[src/inc/mchc_defines.vh]
// How it works
// - Six-bit gate pattern changes only by shadow transfer from gate shadow field, by a write with transfer request, or by idle forcing it to zero.
// - Pattern bits 0..5 gate compare/complement outputs of channels 0, 1, 2.
// - Pattern gates outputs only while multichannel enable is set.
// - Pattern bit 0 with mode enabled forces output passive.
// - Pattern bit 1 passes the selected timer PWM.
// - Pending flag bit 6 sets on selected trigger, holds until sync transfer.
// - Pending flag clears on transfer and stays clear while enable is 0.
// - Idle control forces the gate pattern to zero.
// - Expected sensor pattern loaded by transfer, compared after each sensor edge.
// - Match with expected sets correct event; interrupt only when enabled.
// - Match with neither pattern sets wrong event; interrupt only when enabled.
// - Match with present pattern is a spike; no event flagged.
// - Present sensor pattern in bits 5:3, loaded by transfer, used in compare.
// - Pattern bits 2,1,0 map to sensor inputs 2,1,0.
// - Reserved status bits read zero.
// - Write with transfer request copies new shadow at once; request reads 0.
// - Sensor shadows move into active patterns on a sensor edge.
// - Sync select 00 direct, 01 T13 zero, 10 T12 zero up, 11 none.
// - Trigger select chooses which event sets the pending flag.
`ifndef MCHC_DEFINES_VH
`define MCHC_DEFINES_VH
// ----------------------------------------
// Register addresses
// ----------------------------------------
`define MCHC_A_STAT_LO 4'h0
`define MCHC_A_STAT_HI 4'h1
`define MCHC_A_GATE_SH 4'h2
`define MCHC_A_SENS_SH 4'h3
`define MCHC_A_CTRL 4'h4
`define MCHC_A_MODE 4'h5
`define MCHC_A_EVENT 4'h6
// ----------------------------------------
// Field positions
// ----------------------------------------
`define MCHC_REQ_BIT 7
`define MCHC_PEND_BIT 6
`define MCHC_SYNC_LO 4
`define MCHC_MODE_EN_BIT 0
`define MCHC_MODE_IDLE_BIT 1
`define MCHC_MODE_CEN_BIT 2
`define MCHC_MODE_WEN_BIT 3
`define MCHC_EV_CLR_C 0
`define MCHC_EV_CLR_W 1
// ----------------------------------------
// Codes and reset values
// ----------------------------------------
`define MCHC_SYN_DIRECT 2'h0
`define MCHC_SYN_T13Z 2'h1
`define MCHC_SYN_T12Z 2'h2
`define MCHC_SEL_CORR 3'h1
`define MCHC_SEL_T13P 3'h2
`define MCHC_SEL_T12O 3'h3
`define MCHC_SEL_T12C1 3'h4
`define MCHC_SEL_T12P 3'h5
`define MCHC_RST_BYTE 8'h00
`endif

[src/mchc_sync.v]
`timescale 1ns/10ps
// ----------------------------------------
// Three-stage sensor input synchroniser
// ----------------------------------------
module mchc_sync (
	// Clock and reset
	input wire mclk_i,
	input wire rst_i,
	// Pins and filtered level
	input wire [2:0] pin_i,
	output reg [2:0] level_o
);
	reg [2:0] s1_q;
	reg [2:0] s2_q;
	reg [2:0] s3_q;
	genvar g;
	always @(posedge mclk_i) begin
		if (rst_i) begin
			s1_q <= 3'h0;
			s2_q <= 3'h0;
			s3_q <= 3'h0;
		end else begin
			s1_q <= pin_i;
			s2_q <= s1_q;
			s3_q <= s2_q;
		end
	end
	// Level moves only once stages two and three agree
	generate
		for (g = 0; g < 3; g = g + 1) begin : g_bit
			always @(posedge mclk_i) begin
				if (rst_i)
					level_o[g] <= 1'b0;
				else if (s2_q[g] == s3_q[g])
					level_o[g] <= s3_q[g];
			end
		end
	endgenerate
endmodule // mchc_sync

[src/mchc_top.v]
`timescale 1ns/10ps
`include "mchc_defines.vh"
module mchc_top (
	// Clock and reset
	input wire mclk_i,
	input wire rst_i,
	// Register port
	input wire [3:0] addr_i,
	input wire [7:0] wdata_i,
	input wire wr_i,
	input wire rd_i,
	output reg [7:0] rdata_o,
	// Hall sensor pins
	input wire [2:0] sensor_input_i,
	// Timer PWM, already chosen per output by modulation control
	input wire [5:0] pwm_i,
	// Passive levels of the six outputs
	input wire [5:0] passive_i,
	// Timer events
	input wire t13_period_i,
	input wire t13_zero_i,
	input wire t12_one_down_i,
	input wire t12_ch1_match_i,
	input wire t12_period_up_i,
	input wire t12_zero_up_i,
	// Power stage outputs
	output reg [5:0] out_o,
	// Event requests
	output wire correct_irq_o,
	output wire wrong_irq_o
);
	// ----------------------------------------
	// State
	// ----------------------------------------
	reg [5:0] gate_q;
	reg [5:0] gate_sh_q;
	reg pend_q;
	reg [2:0] exp_q;
	reg [2:0] cur_q;
	reg [2:0] exp_sh_q;
	reg [2:0] cur_sh_q;
	reg [2:0] trig_sel_q;
	reg [1:0] sync_sel_q;
	reg mc_en_q;
	reg idle_q;
	reg cen_q;
	reg wen_q;
	reg corr_q;
	reg wrong_q;
	reg [2:0] prev_q;
	reg corr_pulse_q;
	wire [2:0] hall;
	wire hall_edge;
	wire corr_hit;
	wire wrong_hit;
	reg trig;
	reg sync;
	wire xfer;
	wire wr_gate;
	wire wr_sens;
	wire sw_gate;
	wire sw_sens;
	wire wr_ctrl;
	wire wr_mode;
	wire wr_event;
	wire clr_corr;
	wire clr_wrong;
	reg [5:0] gate_d;
	reg pend_d;
	reg [2:0] exp_d;
	reg [2:0] cur_d;
	reg corr_d;
	reg wrong_d;
	reg [7:0] rdata_d;
	// ----------------------------------------
	// Sensor sampling and edge detect
	// ----------------------------------------
	mchc_sync u_sync (
		.mclk_i(mclk_i),
		.rst_i(rst_i),
		.pin_i(sensor_input_i),
		.level_o(hall)
	);
	always @(posedge mclk_i) begin
		if (rst_i)
			prev_q <= 3'h0;
		else
			prev_q <= hall;
	end
	assign hall_edge = (hall != prev_q);
	// Bit order of hall matches both stored patterns directly
	assign corr_hit = hall_edge && (hall == exp_q);
	// Spike: still at present pattern, neither flag
	assign wrong_hit = hall_edge && (hall != exp_q) && (hall != cur_q);
	// ----------------------------------------
	// Register decode
	// ----------------------------------------
	assign wr_gate = wr_i && (addr_i == `MCHC_A_GATE_SH);
	assign wr_sens = wr_i && (addr_i == `MCHC_A_SENS_SH);
	assign wr_ctrl = wr_i && (addr_i == `MCHC_A_CTRL);
	assign wr_mode = wr_i && (addr_i == `MCHC_A_MODE);
	assign wr_event = wr_i && (addr_i == `MCHC_A_EVENT);
	assign clr_corr = wr_event && wdata_i[`MCHC_EV_CLR_C];
	assign clr_wrong = wr_event && wdata_i[`MCHC_EV_CLR_W];
	assign sw_gate = wr_gate && wdata_i[`MCHC_REQ_BIT];
	assign sw_sens = wr_sens && wdata_i[`MCHC_REQ_BIT];
	// ----------------------------------------
	// Shadow registers
	// ----------------------------------------
	// Shadows never reach the outputs on their own
	always @(posedge mclk_i) begin
		if (rst_i)
			gate_sh_q <= 6'h00;
		else if (wr_gate)
			gate_sh_q <= wdata_i[5:0];
	end
	always @(posedge mclk_i) begin
		if (rst_i) begin
			exp_sh_q <= 3'h0;
			cur_sh_q <= 3'h0;
		end else if (wr_sens) begin
			exp_sh_q <= wdata_i[2:0];
			cur_sh_q <= wdata_i[5:3];
		end
	end
	// ----------------------------------------
	// Control and mode registers
	// ----------------------------------------
	always @(posedge mclk_i) begin
		if (rst_i) begin
			trig_sel_q <= 3'h0;
			sync_sel_q <= 2'h0;
		end else if (wr_ctrl) begin
			trig_sel_q <= wdata_i[2:0];
			sync_sel_q <= wdata_i[`MCHC_SYNC_LO+1:`MCHC_SYNC_LO];
		end
	end
	always @(posedge mclk_i) begin
		if (rst_i) begin
			mc_en_q <= 1'b0;
			idle_q <= 1'b0;
			cen_q <= 1'b0;
			wen_q <= 1'b0;
		end else if (wr_mode) begin
			mc_en_q <= wdata_i[`MCHC_MODE_EN_BIT];
			idle_q <= wdata_i[`MCHC_MODE_IDLE_BIT];
			cen_q <= wdata_i[`MCHC_MODE_CEN_BIT];
			wen_q <= wdata_i[`MCHC_MODE_WEN_BIT];
		end
	end
	// ----------------------------------------
	// Trigger and synchronisation select
	// ----------------------------------------
	always @* begin
		case (trig_sel_q)
			`MCHC_SEL_CORR: trig = corr_pulse_q;
			`MCHC_SEL_T13P: trig = t13_period_i;
			`MCHC_SEL_T12O: trig = t12_one_down_i;
			`MCHC_SEL_T12C1: trig = t12_ch1_match_i;
			`MCHC_SEL_T12P: trig = t12_period_up_i;
			default: trig = 1'b0;
		endcase
	end
	// Hardware request only while the mode is enabled
	always @* begin
		case (sync_sel_q)
			`MCHC_SYN_DIRECT: sync = trig || pend_q;
			`MCHC_SYN_T13Z: sync = t13_zero_i;
			`MCHC_SYN_T12Z: sync = t12_zero_up_i;
			default: sync = 1'b0;
		endcase
	end
	// ----------------------------------------
	// Transfer decision
	// ----------------------------------------
	// Direct sync moves at once, so the flag never shows in that mode
	assign xfer = mc_en_q && sync && (pend_q || (trig && sync_sel_q == `MCHC_SYN_DIRECT));
	// ----------------------------------------
	// Gate pattern next value
	// ----------------------------------------
	// Idle wins over software, software over hardware
	always @* begin
		gate_d = gate_q;
		if (idle_q)
			gate_d = 6'h00;
		else if (sw_gate)
			gate_d = wdata_i[5:0];
		else if (xfer)
			gate_d = gate_sh_q;
	end
	// ----------------------------------------
	// Pending flag next value
	// ----------------------------------------
	// Clear on transfer or disable; a new trigger in a transfer cycle is lost
	always @* begin
		pend_d = pend_q;
		if (!mc_en_q)
			pend_d = 1'b0;
		else if (xfer)
			pend_d = 1'b0;
		else if (trig)
			pend_d = 1'b1;
	end
	// ----------------------------------------
	// Gate pattern and pending flag
	// ----------------------------------------
	always @(posedge mclk_i) begin
		if (rst_i)
			gate_q <= 6'h00;
		else
			gate_q <= gate_d;
	end
	always @(posedge mclk_i) begin
		if (rst_i)
			pend_q <= 1'b0;
		else
			pend_q <= pend_d;
	end
	// ----------------------------------------
	// Sensor pattern next values
	// ----------------------------------------
	// Software copy beats an edge reload in the same cycle
	always @* begin
		exp_d = exp_q;
		cur_d = cur_q;
		if (sw_sens) begin
			exp_d = wdata_i[2:0];
			cur_d = wdata_i[5:3];
		end else if (hall_edge) begin
			exp_d = exp_sh_q;
			cur_d = cur_sh_q;
		end
	end
	// ----------------------------------------
	// Event flag next values
	// ----------------------------------------
	// Set beats a clear in the same cycle
	always @* begin
		corr_d = corr_q;
		wrong_d = wrong_q;
		if (corr_hit)
			corr_d = 1'b1;
		else if (clr_corr)
			corr_d = 1'b0;
		if (wrong_hit)
			wrong_d = 1'b1;
		else if (clr_wrong)
			wrong_d = 1'b0;
	end
	// ----------------------------------------
	// Sensor patterns and event flags
	// ----------------------------------------
	always @(posedge mclk_i) begin
		if (rst_i) begin
			exp_q <= 3'h0;
			cur_q <= 3'h0;
		end else begin
			exp_q <= exp_d;
			cur_q <= cur_d;
		end
	end
	// Registered hit feeds the trigger select, cutting a long path
	always @(posedge mclk_i) begin
		if (rst_i)
			corr_pulse_q <= 1'b0;
		else
			corr_pulse_q <= corr_hit;
	end
	always @(posedge mclk_i) begin
		if (rst_i) begin
			corr_q <= 1'b0;
			wrong_q <= 1'b0;
		end else begin
			corr_q <= corr_d;
			wrong_q <= wrong_d;
		end
	end
	// ----------------------------------------
	// Event requests
	// ----------------------------------------
	// Flags stay sticky even while masked
	assign correct_irq_o = corr_q && cen_q;
	assign wrong_irq_o = wrong_q && wen_q;
	// ----------------------------------------
	// Output gating
	// ----------------------------------------
	genvar g;
	generate
		for (g = 0; g < 6; g = g + 1) begin : g_out
			// Passive level wins while the mode is enabled and the pattern bit is low
			wire hold_passive;
			assign hold_passive = mc_en_q && !gate_q[g];
			always @(posedge mclk_i) begin
				if (rst_i)
					out_o[g] <= 1'b0;
				else if (hold_passive)
					out_o[g] <= passive_i[g];
				else
					out_o[g] <= pwm_i[g];
			end
		end
	endgenerate
	// ----------------------------------------
	// Read port
	// ----------------------------------------
	// Data stands one cycle only; idle cycles read zero
	always @* begin
		rdata_d = 8'h00;
		if (rd_i) begin
			case (addr_i)
				`MCHC_A_STAT_LO: rdata_d = {1'b0, pend_q, gate_q};
				`MCHC_A_STAT_HI: rdata_d = {2'b00, cur_q, exp_q};
				`MCHC_A_GATE_SH: rdata_d = {2'b00, gate_sh_q};
				`MCHC_A_SENS_SH: rdata_d = {2'b00, cur_sh_q, exp_sh_q};
				`MCHC_A_CTRL: rdata_d = {2'b00, sync_sel_q, 1'b0, trig_sel_q};
				`MCHC_A_MODE: rdata_d = {4'h0, wen_q, cen_q, idle_q, mc_en_q};
				`MCHC_A_EVENT: rdata_d = {5'h00, hall[0], wrong_q, corr_q};
				default: rdata_d = 8'h00;
			endcase
		end
	end
	always @(posedge mclk_i) begin
		if (rst_i)
			rdata_o <= `MCHC_RST_BYTE;
		else
			rdata_o <= rdata_d;
	end
endmodule // mchc_top

[config.mk]
export PLATFORM = sky130hd
export DESIGN_NAME = mchc_top
export DESIGN_NICKNAME = d
export VERILOG_FILES = /design/src/mchc_sync.v /design/src/mchc_top.v
export VERILOG_INCLUDE_DIRS = /design/src /design/src/inc
export SDC_FILE = /design/constraint.sdc
export NUM_CORES = 1
export LEC_CHECK = 0
export BUFFER_PORTS_ARGS = -buffer_cell sky130_fd_sc_hd__buf_2
export CAP_MARGIN = 20
export CORE_ASPECT_RATIO = 0.5
export CORE_MARGIN = 5
export CORE_UTILIZATION = 55
export DETAILED_ROUTE_END_ITERATION = 8
export PLACE_DENSITY_LB_ADDON = 0.08
export SLEW_MARGIN = 20
export SYNTH_ARGS = -nofsm -noshare
export SYNTH_HDL_FRONTEND = slang
export SYNTH_HIERARCHICAL = 1
export SYNTH_SLANG_ARGS = --single-unit
[constraint.sdc]
create_clock -name mclk_i -period 4.1 [get_ports mclk_i]
set_clock_uncertainty 0.05 [all_clocks]
set_input_delay 0.41 -clock mclk_i [delete_from_list [all_inputs] [get_ports mclk_i]]
set_output_delay 0.41 -clock mclk_i [all_outputs]
set_load 0.01 [all_outputs]
---- Yosys cells after proc, flatten, opt, wreduce, memory -nomap -nowiden ----
Index checks and enable logic that the tools add are counted.
storage, ports and cells
  bits in registers ....................... 66
  input port bits ......................... 37
  output and inout port bits .............. 16
  word-level logic and storage cells ...... 111
cells by class
  equality and inequality tests ........... 20
  muxes and demuxes ....................... 19
  bitwise logic cells ..................... 2
  reductions and logical operators ........ 40
operator list
  operator                                       count
  case mux 7 bit (7 select lines)                1
  logical AND 1 bit                              23
  == test 4 x 3 -> 1 bit, second input constant  3
  two-way mux 3 bit                              4
  two-way mux 6 bit                              2
  two-way mux 1 bit                              10
  inequality test 3 bit                          3
  == test 4 x 2 -> 1 bit, second input constant  2
  nonzero test 2 bit                             4
  == test 3 x 2 -> 1 bit, second input constant  2
  == test 3 bit, second input constant           2
  logical NOT 1 bit                              6
  case mux 1 bit (5 select lines)                1
  == test 4 x 1 -> 1 bit, second input constant  1
  logical NOT 4 bit                              1
  OR reduction 2 bit                             2
  == test 1 bit                                  3
  == test 3 x 1 -> 1 bit, second input constant  1
  == test 3 bit                                  1
  case mux 1 bit (3 select lines)                1
  OR reduction 3 bit                             1
  == test 2 x 1 -> 1 bit, second input constant  1
  == test 2 bit, second input constant           1
  logical NOT 2 bit                              1
  2 further kinds                                4

---- Logic depth before layout (Yosys ltp) ----
Gate-level depths: netlist of the first run.
  depth in word-level cells ............... 8
  depth in mapped cells ................... 6
  mapped depth without buffers ............ 5

---- By module ----
The synthesis of the first run kept the hierarchy.
by module, submodules not included
  module     times used  cells an instance  area an instance (um^2)  sequential area each (um^2)
  mchc_top   1           268                2,570.0                  1,061.0
  mchc_sync  1           31                 387.9                    240.2

---- Worst setup path before layout of the first run ----
OpenSTA, ideal clock, no wires.
  path kind ............................... input-to-reg
  from .................................... in addr_i[0]
  to ...................................... reg gate_q[0]
  setup time .............................. 0.074 ns
  data arrival time ....................... 1.593 ns
  data required time ...................... 3.976 ns
  setup slack ............................. 2.383 ns
  stages .................................. 6
  buffers on the path ..................... 1
  cell sequence ........................... nand2b_1 -> or4b_1 -> buf_2 -> nor4_4 -> nand2_1 -> o21ai_0
between the ends
  cells in the longest elaborated chain, start to end .. 4
  elaborated cells on any way between the ends .. 5
  those cells by class .................... eq/ne: 1; mux: 1; reduce/logical: 3
ends and longest elaborated chain
  element                                                         RTL line        RTL
  start, declared                                                 mchc_top.v:8    input wire [3:0] addr_i,
  == test 4 x 2 -> 1 bit *                                        -
  logical AND 1 bit *                                             mchc_top.v:98   assign wr_gate = wr_i && (addr_i == `MCHC_A_GATE_SH);
  logical AND 1 bit *                                             mchc_top.v:105  assign sw_gate = wr_gate && wdata_i[`MCHC_REQ_BIT];
  two-way mux 6 bit / nonzero test 2 bit (equally long branches)  -
  end signal, assigned                                            mchc_top.v:211  gate_q <= gate_d;
  end, declared                                                   mchc_top.v:35   reg [5:0] gate_q;
Every way passes the cells marked *; elsewhere a longest branch is shown, timed or not.
A chain may end at the register's enable or synchronous reset.

---- Final worst setup path of the first run ----
  from .................................... in addr_i[1]
  to ...................................... reg gate_q[5]
The elaborated chain is that of the path after synthesis.

==> results of run 1 <==
==> flip-flops by register name, indices dropped and copies added (netlist names), 2 cells and up <==
name / flops
u_sync/s3_q: 3
u_sync/level_o: 3
trig_sel_q: 3
exp_q: 3
u_sync/s2_q: 3
out_o: 6
sync_sel_q: 2
rdata_o: 7
cur_q: 3
gate_sh_q: 6
prev_q: 3
cur_sh_q: 3
u_sync/s1_q: 3
exp_sh_q: 3
gate_q: 6
==> final timing paths <==
path	from	to	slack, ps	depth (start not counted)
worst max-delay path	addr_i[1]	gate_q[5]	1950	6
worst min-delay path	sensor_input_i[0]	u_sync/s1_q[0]	220	2
worst max register to register	trig_sel_q[0]	gate_q[5]	2200	5
worst min register to register	u_sync/s1_q[0]	u_sync/s2_q[0]	390	1
==> metrics by stage <==
stage	std cells	cell area, um2	util	setup WS [ps]	hold WS [ps]
global placement	403	3220	0.636	1700	368
finish	419	3440	0.680	1950	220
detailed placement	403	3220	0.636	1630	380
CTS	419	3440	0.680	1990	211
global route	419	3440	0.680	1860	216
floorplan	299	2960	-	2380	365
==> logic make-up after synthesis <==
group,Yosys count,synth area share
AOI/OAI and AO/OA,45,0.120
xor gates and xnor gates,9,0.0267
and+or+nand+nor,108,0.199
other,1,0.00127
muxes,50,0.181
DFF,65,0.440
buffers and inverters,21,0.0321
==> Yosys cell counts (2+ instances only) <==
library cell  instances
a211oi_2              6
a21oi_1               4
a21oi_2               3
a31oi_1               5
and2_1                3
and2b_2               2
buf_1                 5
buf_2                 4
clkbuf_1              6
dfxtp_1              65
inv_1                 4
mux2_2                2
mux2i_1              45
nand2_1              19
nand2b_1             11
nand3_1               4
nand3b_1              4
nor2_1               45
nor2b_1               4
nor2b_2               6
nor3b_1               2
o21a_1                3
o21ai_0              11
o21ai_1               3
xnor2_1               9
==> cell type report <==
cell class              instances  area [um2]  area share
inverters                       4        15.0     0.00436
multi-input cells             213        1560       0.453
clock inverters                 6        92.6      0.0269
repair buffers                 51         258      0.0749
clock buffers                  10         128      0.0371
flip-flops and latches         65        1300       0.378
well taps                      70        87.6      0.0254
==> routing by layer <==
layer	wire, um	up-vias	track usage
met2	3020	69	0.335
met1	3170	1064	0.262
met5	0	-	0
met4	67	0	0.0599
li1	-	1122	-
met3	546	8	0.0783
==> power by group <==
part           switching [mW]  internal [mW]  leakage [nW]
logic                  0.0541         0.0375         0.825
clock network           0.258          0.344         0.103
registers             0.00628          0.643         0.527
total                   0.318           1.02          1.46
==> metrics, run 1 <==
Post-Syn Area=2960 um2; cts bufs inserted=9; synthesized netlist cell count=299; Peak VDD IR=306 uV; antenna violations before repair=0; syn nets=~340; CP Capture Type=register; CTS tree=done; hold buffer count at CTS=0; layout cells sized above 1=0.272; maximum achievable frequency=approximately 470 MHz; worst path arrival time=between 2000 and 2500 ps; I/O pin cnt=53; PostCTS Resize Cnt=0; top cell type's share of synthesized area=0.440; HP Class=in -> reg; Filler Cell Count=between 400 and 500; Slew @ Worst Pin=about 850 ps; P_leak=about 1.5 nW; Die Ht=61.9 um; yosys warns=6; register area share after synthesis=0.440; fin crit period=2150 ps; Power, Total=1.34 mW; Core Region=5070 um2; NumNets Final=between 300 and 400; Worst-path clk slew=~70 ps; Max Buffers Root-to-Sink=2; Initial DRC Count=81; grt ovf=0; relative slew slack=0.434; Starting Density=0.584; post-synth cell types=just under 50; largest net degree at the start of global routing=40; Worst path slowest cell=or4b_1; Post-synth ARST share=0; PwrDens=between 300 and 400 nW/um2; Post-CTS Setup Bufs=0; Synth Register Bits=65; number of global-route vias before repair=about 2200; Rows=18; Post-synth EDFFs=0; DR DRC count=0; Crit Path Class=in -> reg; endpoints failing setup=0; Max stage delay on crit path=~820 ps; post-synth top area cell=dfxtp_1; DRT Wirelength=just under 7000 um; most area-consuming cells after synthesis=dfxtp_1 44%, mux2i_1 15%, nor2_1 5.7%, xnor2_1 2.7%, a211oi_2 2.5%; antenna cells=0; GRT Total Usage=0.206; final worst path period share=0.524; Max-cap violations=0; WL per Instance=roughly 16 um; Top Family by Delay on Critical Path=simple AND/OR/NAND/NOR gates; CTS root buf=clkbuf_8; P&R area growth vs syn=16.4%; status=finished clean; RSZ-0062 raised after global routing=no; worst path bufs/invs=1; Vias=roughly 2300; most common cell after layout, fill and taps aside=dfxtp_1; crit path cell chain=buf_2 > nand2b_1 > or4b_1 > nor4_4 > nand2_1 > o21ai_0; Final Slew Violations=0; most frequent cells in the layout=65 x dfxtp_1, 50 x buf_2, 45 x nor2_1, 45 x mux2i_1, 19 x nand2_1; full die area=roughly 7000 um2; Avg Vias per Cell=approximately 5.4; Buffers on Ports=50; Final Hold Vio Count=0; critical path required time=4320 ps; Top FF cell, synth=dfxtp_1; syn_area_per_cell=between 9 and 10 um2; first-pass GRT wire length=between 10000 and 15000 um; Crit Path Max Fanout=23; post-detail-place hpwl=between 4000 and 5000 um; Num Clock Sinks=65; setup_tns=0 ps; CTS HTree Levels=3; Clock Latency Late Sink=between 300 and 400 ps; RePlAce Congestion=between 0.8 and 0.9; Post-DRT Antenna Nets=0; Critical Path Source Type=input port; DIE WIDTH=between 100 and 150 um; First-pass DRT Iterations=4
Power figures use the tool's default switching activity.
==> inputs of run 2 (changes only) <==
==> constraint.sdc (replaced) <==
create_clock -name mclk_i -period 2.02 [get_ports mclk_i]
set_clock_uncertainty 0.05 [all_clocks]
set_input_delay 0.202 -clock mclk_i [delete_from_list [all_inputs] [get_ports mclk_i]]
set_output_delay 0.202 -clock mclk_i [all_outputs]
set_load 0.01 [all_outputs]
==> run 2 against run 1 <==
Clock-buffer cell count up 3; via count rose by 2.7%; highest routed layer unchanged; die area is the same; register-to-register slack lost 2100 ps; core utilization increased by 2.0 points; sequential cell count unchanged; global-route usage rose by 1.3 points; combinational power rose by 120%; power increased by 110%; first-iteration DRC count rose by 43%; critical path depth fell by 1; largest power group unchanged.
==> metrics, run 2 (synthesis gave the netlist of run 1 again) <==
status=finished clean; Worst R2R End=gate_q[5]; first-pass GRT wire length=11700 um (+7.5%); P&R area growth vs syn=19.8%; Biggest register=rdata_o; combinational fraction of design power=0.071 (+0.003); Core Region=5070 um2 (unchanged); DRT Wirelength=7010 um (+3.0%); hold_ws=26.6 ps (-193 ps); Die Ht=61.9 um (unchanged); DIE WIDTH=114 um (unchanged); P_leak=1.53 nW (+5.1%); First-pass DRT Iterations=4 (unchanged); Starting Density=0.584 (unchanged); worst reg-to-reg setup slack=140 ps (-2060 ps); endpoints failing setup=0 (unchanged); Clk network pwr share=0.453 (+0.005); min-delay src=sensor_input_i[1]; pre-CTS WS=159 ps (-1470 ps); fin util=0.699 (+0.0195); maximum achievable frequency=about 530 MHz; Seq pwr share=0.475 (-0.008); Critical Path Source Type=register; GRT Total Usage=0.219 (+0.0131); max FFs per register=7 (unchanged); placed insts=415 (+3.0%); relative slew slack=0.662 (+0.228); Power, Total=2.77 mW (+110%); fin crit period=1880 ps; Worst path slowest cell=dfxtp_1; Initial DRC Count=116 (+43%); Max stage delay on crit path=440 ps (-380 ps); CTS root buf=clkbuf_8; Rows=18 (unchanged); CP Capture Type=register; antenna cells=0 (unchanged); Crit Path Class=reg -> reg; Layout Cells excl Fill=430 (+2.6%); PwrDens=782 nW/um2 (+100%); Final Hold Vio Count=0 (unchanged); cts bufs inserted=9 (unchanged); antenna violations before repair=0 (unchanged); Final Slew Violations=0 (unchanged); Vias=2325 (+2.7%); Max Buffers Root-to-Sink=2 (unchanged); most common cell after layout, fill and taps aside=dfxtp_1; post-detail-place hpwl=5190 um (+8.1%); Buffers on Ports=50 (unchanged); layout cells sized above 1=0.294 (+0.0222); CTS tree=done; Post-DRT Antenna Nets=0 (unchanged); Top Family by Delay on Critical Path=compound AO/OA/AOI/OAI gates; Hold Path End=u_sync/s1_q[1]; Clock Latency Late Sink=330 ps (-20 ps); worst path arrival time=2040 ps (-330 ps); WL per Instance=16.3 um (+0.36%); Avg Vias per Cell=5.41 (+0.11%); RSZ-0062 raised after global routing=no; number of global-route vias before repair=2296 (+4.9%); Pint=2.18 mW (+110%); Filler Cell Count=426 (-0.23%); most frequent cells in the layout=65 x dfxtp_1, 50 x buf_2, 45 x nor2_1, 45 x mux2i_1, 19 x nand2_1; Worst-path clk slew=70 ps (about the same); HP Class=in -> reg; Post-CTS Setup Bufs=0 (unchanged); grt ovf=0 (unchanged); CTS HTree Levels=3 (unchanged); Max-cap violations=0 (unchanged); Peak VDD IR=578 uV (+89%); final worst path period share=0.931; R2R depth=5 (unchanged); critical path required time=2180 ps (-2140 ps); Num Clock Sinks=65 (unchanged); final setup margin=140 ps (-1810 ps); Sw Share=0.213 (-0.0236); largest net degree at the start of global routing=24 (-40%); Reg2Reg Launch Point=trig_sel_q[0]; hold buffer count at CTS=0 (unchanged); Slew @ Worst Pin=507 ps (-342 ps); full die area=7030 um2 (unchanged); Final Instance Area=3540 um2 (+2.9%); PostCTS Resize Cnt=0 (unchanged); placed cell area=3310 um2 (+2.8%); NumNets Final=393 (+3.1%); Hold Crit Depth=2 (unchanged); I/O pin cnt=53 (unchanged); DR DRC count=0 (unchanged); worst path bufs/invs=0 (-1); Psw=591 uW (+86%); RePlAce Congestion=0.870 (-2.6%); setup_tns=0 ps (unchanged); Crit Path Max Fanout=6 (-74%); crit path cell chain=mux2_4 > a31o_4 > o221ai_4 > mux2i_1 > o21ai_0
-- run 2: worst max-delay path by stage --
stage	startpoint	end	slack (ps)	cells after the start
floorplan	trig_sel_q[0]	gate_q[0]	340	5
global placement	trig_sel_q[0]	gate_q[4]	220	5
detailed placement	trig_sel_q[0]	gate_q[5]	160	5
CTS	trig_sel_q[0]	gate_q[5]	150	5
global route	trig_sel_q[0]	gate_q[5]	20	5
finish	trig_sel_q[0]	gate_q[5]	140	5
-- run 2: routing by layer --
metal | vias up | track usage | wire length [um] | share of wire
li1 | 1142 | - | - | -
met1 | 1086 | 0.286 | 3020 | 0.43
met2 | 93 | 0.355 | 3220 | 0.46
met3 | 4 | 0.0629 | 753 | 0.11
met4 | 0 | 0.0805 | 23 | 0.0033
met5 | - | 0 | 0 | 0
-- run 2: worst register-to-register path: stages, from the launching register on --
cell and delay, ps:
dfxtp_1 440, mux2_4 330, a31o_4 250, o221ai_4 360
mux2i_1 230, o21ai_0 90
-- run 2: cell type report --
class	instances	area (um2)	area share
clock buffers	13	169	0.0477
clock inverters	2	60.1	0.0170
inverters	4	15.0	0.00424
multi-input cells	213	1560	0.441
flip-flops and latches	65	1300	0.367
well taps	70	87.6	0.0247
repair buffers	63	348	0.0982
-- run 2: power groups by stage --
| stage | clock [mW] | sequential (mW) | combinational, mW |
|---|---|---|---|
| floorplan | 0 | 1.35 | 0.109 |
| global placement | 0 | 1.34 | 0.191 |
| detailed placement | 0 | 1.35 | 0.197 |
| CTS | 1.28 | 1.32 | 0.198 |
| global route | 1.35 | 1.32 | 0.216 |
| finish | 1.26 | 1.32 | 0.198 |
==> inputs of run 3 (changes only) <==
--- a/config.mk
+++ b/config.mk
@@ -10,7 +10,7 @@
 export CAP_MARGIN = 20
 export CORE_ASPECT_RATIO = 0.5
 export CORE_MARGIN = 5
-export CORE_UTILIZATION = 55
+export CORE_UTILIZATION = 50
 export DETAILED_ROUTE_END_ITERATION = 8
 export PLACE_DENSITY_LB_ADDON = 0.08
 export SLEW_MARGIN = 20
==> constraint.sdc (replaced) <==
create_clock -name mclk_i -period 1.7 [get_ports mclk_i]
set_clock_uncertainty 0.05 [all_clocks]
set_input_delay 0.17 -clock mclk_i [delete_from_list [all_inputs] [get_ports mclk_i]]
set_output_delay 0.17 -clock mclk_i [all_outputs]
set_load 0.01 [all_outputs]
==> run 3 against run 2 <==
Maximum frequency increased by 11%; first-iteration DRC count increased by 30%; hold slack worse by 0.57 ps; critical path depth increased by 1; worst setup slack got worse by 140 ps; via count up 0.82%; critical path type unchanged; design area grew 5.5%; combinational power increased by 22%.
==> metrics, run 3 (synthesis gave the netlist of run 1 again) <==
fin crit period=1700 ps (-182 ps); Reg2Reg Launch Point=trig_sel_q[0]; Max-cap violations=0 (unchanged); CP startpoint=trig_sel_q[0]; GRT Total Usage=0.194 (-0.0252); DIE WIDTH=119 um (+4.4%); final worst path period share=0.999 (+0.0679); Final Slew Violations=0 (unchanged); DRT Wirelength=7070 um (+0.81%); cts bufs inserted=9 (unchanged); Core Region=5610 um2 (+11%); CTS HTree Levels=3 (unchanged); Crit Path Max Fanout=6 (unchanged); Die Ht=64.4 um (+4.1%); Worst-path clk slew=50 ps (-20 ps); CP Capture Type=register; NumNets Final=402 (+2.3%); Biggest register=rdata_o; most frequent cells in the layout=64 x dfxtp_1, 50 x buf_2, 45 x nor2_1, 45 x mux2i_1, 19 x nand2_1; Max stage delay on crit path=330 ps (-110 ps); CTS tree=done; Max Buffers Root-to-Sink=2 (unchanged); Top Family by Delay on Critical Path=compound AO/OA/AOI/OAI gates; First-pass DRT Iterations=5 (+1); Post-DRT Antenna Nets=0 (unchanged); Avg Vias per Cell=5.29 (-2.1%); worst path arrival time=1860 ps (-180 ps); Initial DRC Count=151 (+30%); min-delay src=pwm_i[4]; Peak VDD IR=768 uV (+33%); antenna violations before repair=0 (unchanged); Filler Cell Count=471 (+11%); Num Clock Sinks=65 (unchanged); pre-CTS WS=-54.1 ps (-214 ps); full die area=7650 um2 (+8.7%); Clock Latency Late Sink=330 ps (about the same); endpoints failing setup=0 (unchanged); final setup margin=2.09 ps (-138 ps); Final Hold Vio Count=0 (unchanged); RSZ-0062 raised after global routing=yes; post-detail-place hpwl=5100 um (-1.8%); WL per Instance=16.0 um (-2.1%); first-pass GRT wire length=11500 um (-1.2%); I/O pin cnt=53 (unchanged); Vias=2344 (+0.82%); hold_ws=26.0 ps (-0.574 ps); Buffers on Ports=50 (unchanged); grt ovf=0 (unchanged); CTS root buf=clkbuf_16; DR DRC count=0 (unchanged); worst path bufs/invs=1 (+1); Rows=19 (+1); register area=1300 um2 (about the same); antenna cells=0 (unchanged); max FFs per register=7 (unchanged); P_leak=1.62 nW (+6.2%); PwrDens=1020 nW/um2 (+31%); number of global-route vias before repair=2305 (+0.39%); Critical Path Source Type=register; Starting Density=0.527 (-0.0565); status=finished clean; critical path required time=1860 ps (-320 ps); crit path cell chain=mux2_4 > a31o_4 > o221ai_4 > buf_12 > mux2i_1 > o21ai_1; P&R area growth vs syn=26.3%; RePlAce Congestion=0.887 (+2.0%); largest net degree at the start of global routing=27 (+13%); HP Class=in -> reg; area occupied by multi-input gates=1560 um2 (unchanged); layout cells sized above 1=0.311 (+0.0164); Worst path slowest cell=dfxtp_2; most common cell after layout, fill and taps aside=dfxtp_1; Crit Path Class=reg -> reg; maximum achievable frequency=589 MHz (+11%)
run 3: metrics by stage:
| stage | instance area, um2 | power, mW | utilization | std cells | TNS [ps] |
|---|---|---|---|---|---|
| 6_report | 3740 | 3.82 | 0.666 | 443 | 0 |
| 5_1_grt | 3740 | 3.96 | 0.666 | 443 | -262 |
| 4_1_cts | 3730 | 3.85 | 0.666 | 443 | 0 |
| 3_5_place_dp | 3350 | 1.83 | 0.598 | 423 | -236 |
| 3_3_place_gp | 3350 | 1.83 | 0.598 | 423 | -5.71 |
| 2_1_floorplan | 2960 | 1.73 | - | 299 | 0 |
run 3: repair_timing:
action                                 CTS  global route
setup endpoints to repair                6             6
gates resized for setup                  0             5
buffers inserted                         1             0
pin swaps                                1             3
hold buffers                             3             0
endpoints found under the hold margin    3             0
cloned                                   0             0
run 3: worst paths after layout:
kind,cells after the start,slack (ps),endpoint
worst max-delay path,6,2,gate_q[4]
worst min-delay path,3,30,out_o[4]
worst max register to register,6,2,gate_q[4]
worst min register to register,1,400,u_sync/s2_q[0]
run 3: per-layer routing:
metal,share of wire,vias up,global-route usage
met5,0,-,0
met4,0.011,0,0.0664
met3,0.077,11,0.0714
met2,0.44,61,0.295
met1,0.47,1109,0.256
li1,-,1163,-
run 3: power by group:
part           switching, mW  internal (mW)
logic                  0.135          0.106
registers             0.0141           1.55
clock network          0.657           1.36
run 3: final cells by class:
cell class	count	area share
well taps	73	0.0244
multi-input cells	213	0.418
clock inverters	5	0.0208
repair buffers	72	0.117
clock buffers	11	0.0676
inverters	4	0.00402
flip-flops and latches	65	0.349
run 3: worst register-to-register path, delay by kind of cell, from the launching register on:
kind | cells | cell delay [ps]
AOI/OAI and AO/OA | 3 | 540
buffers and inverters | 1 | 160
DFF | 1 | 330
muxes | 2 | 500
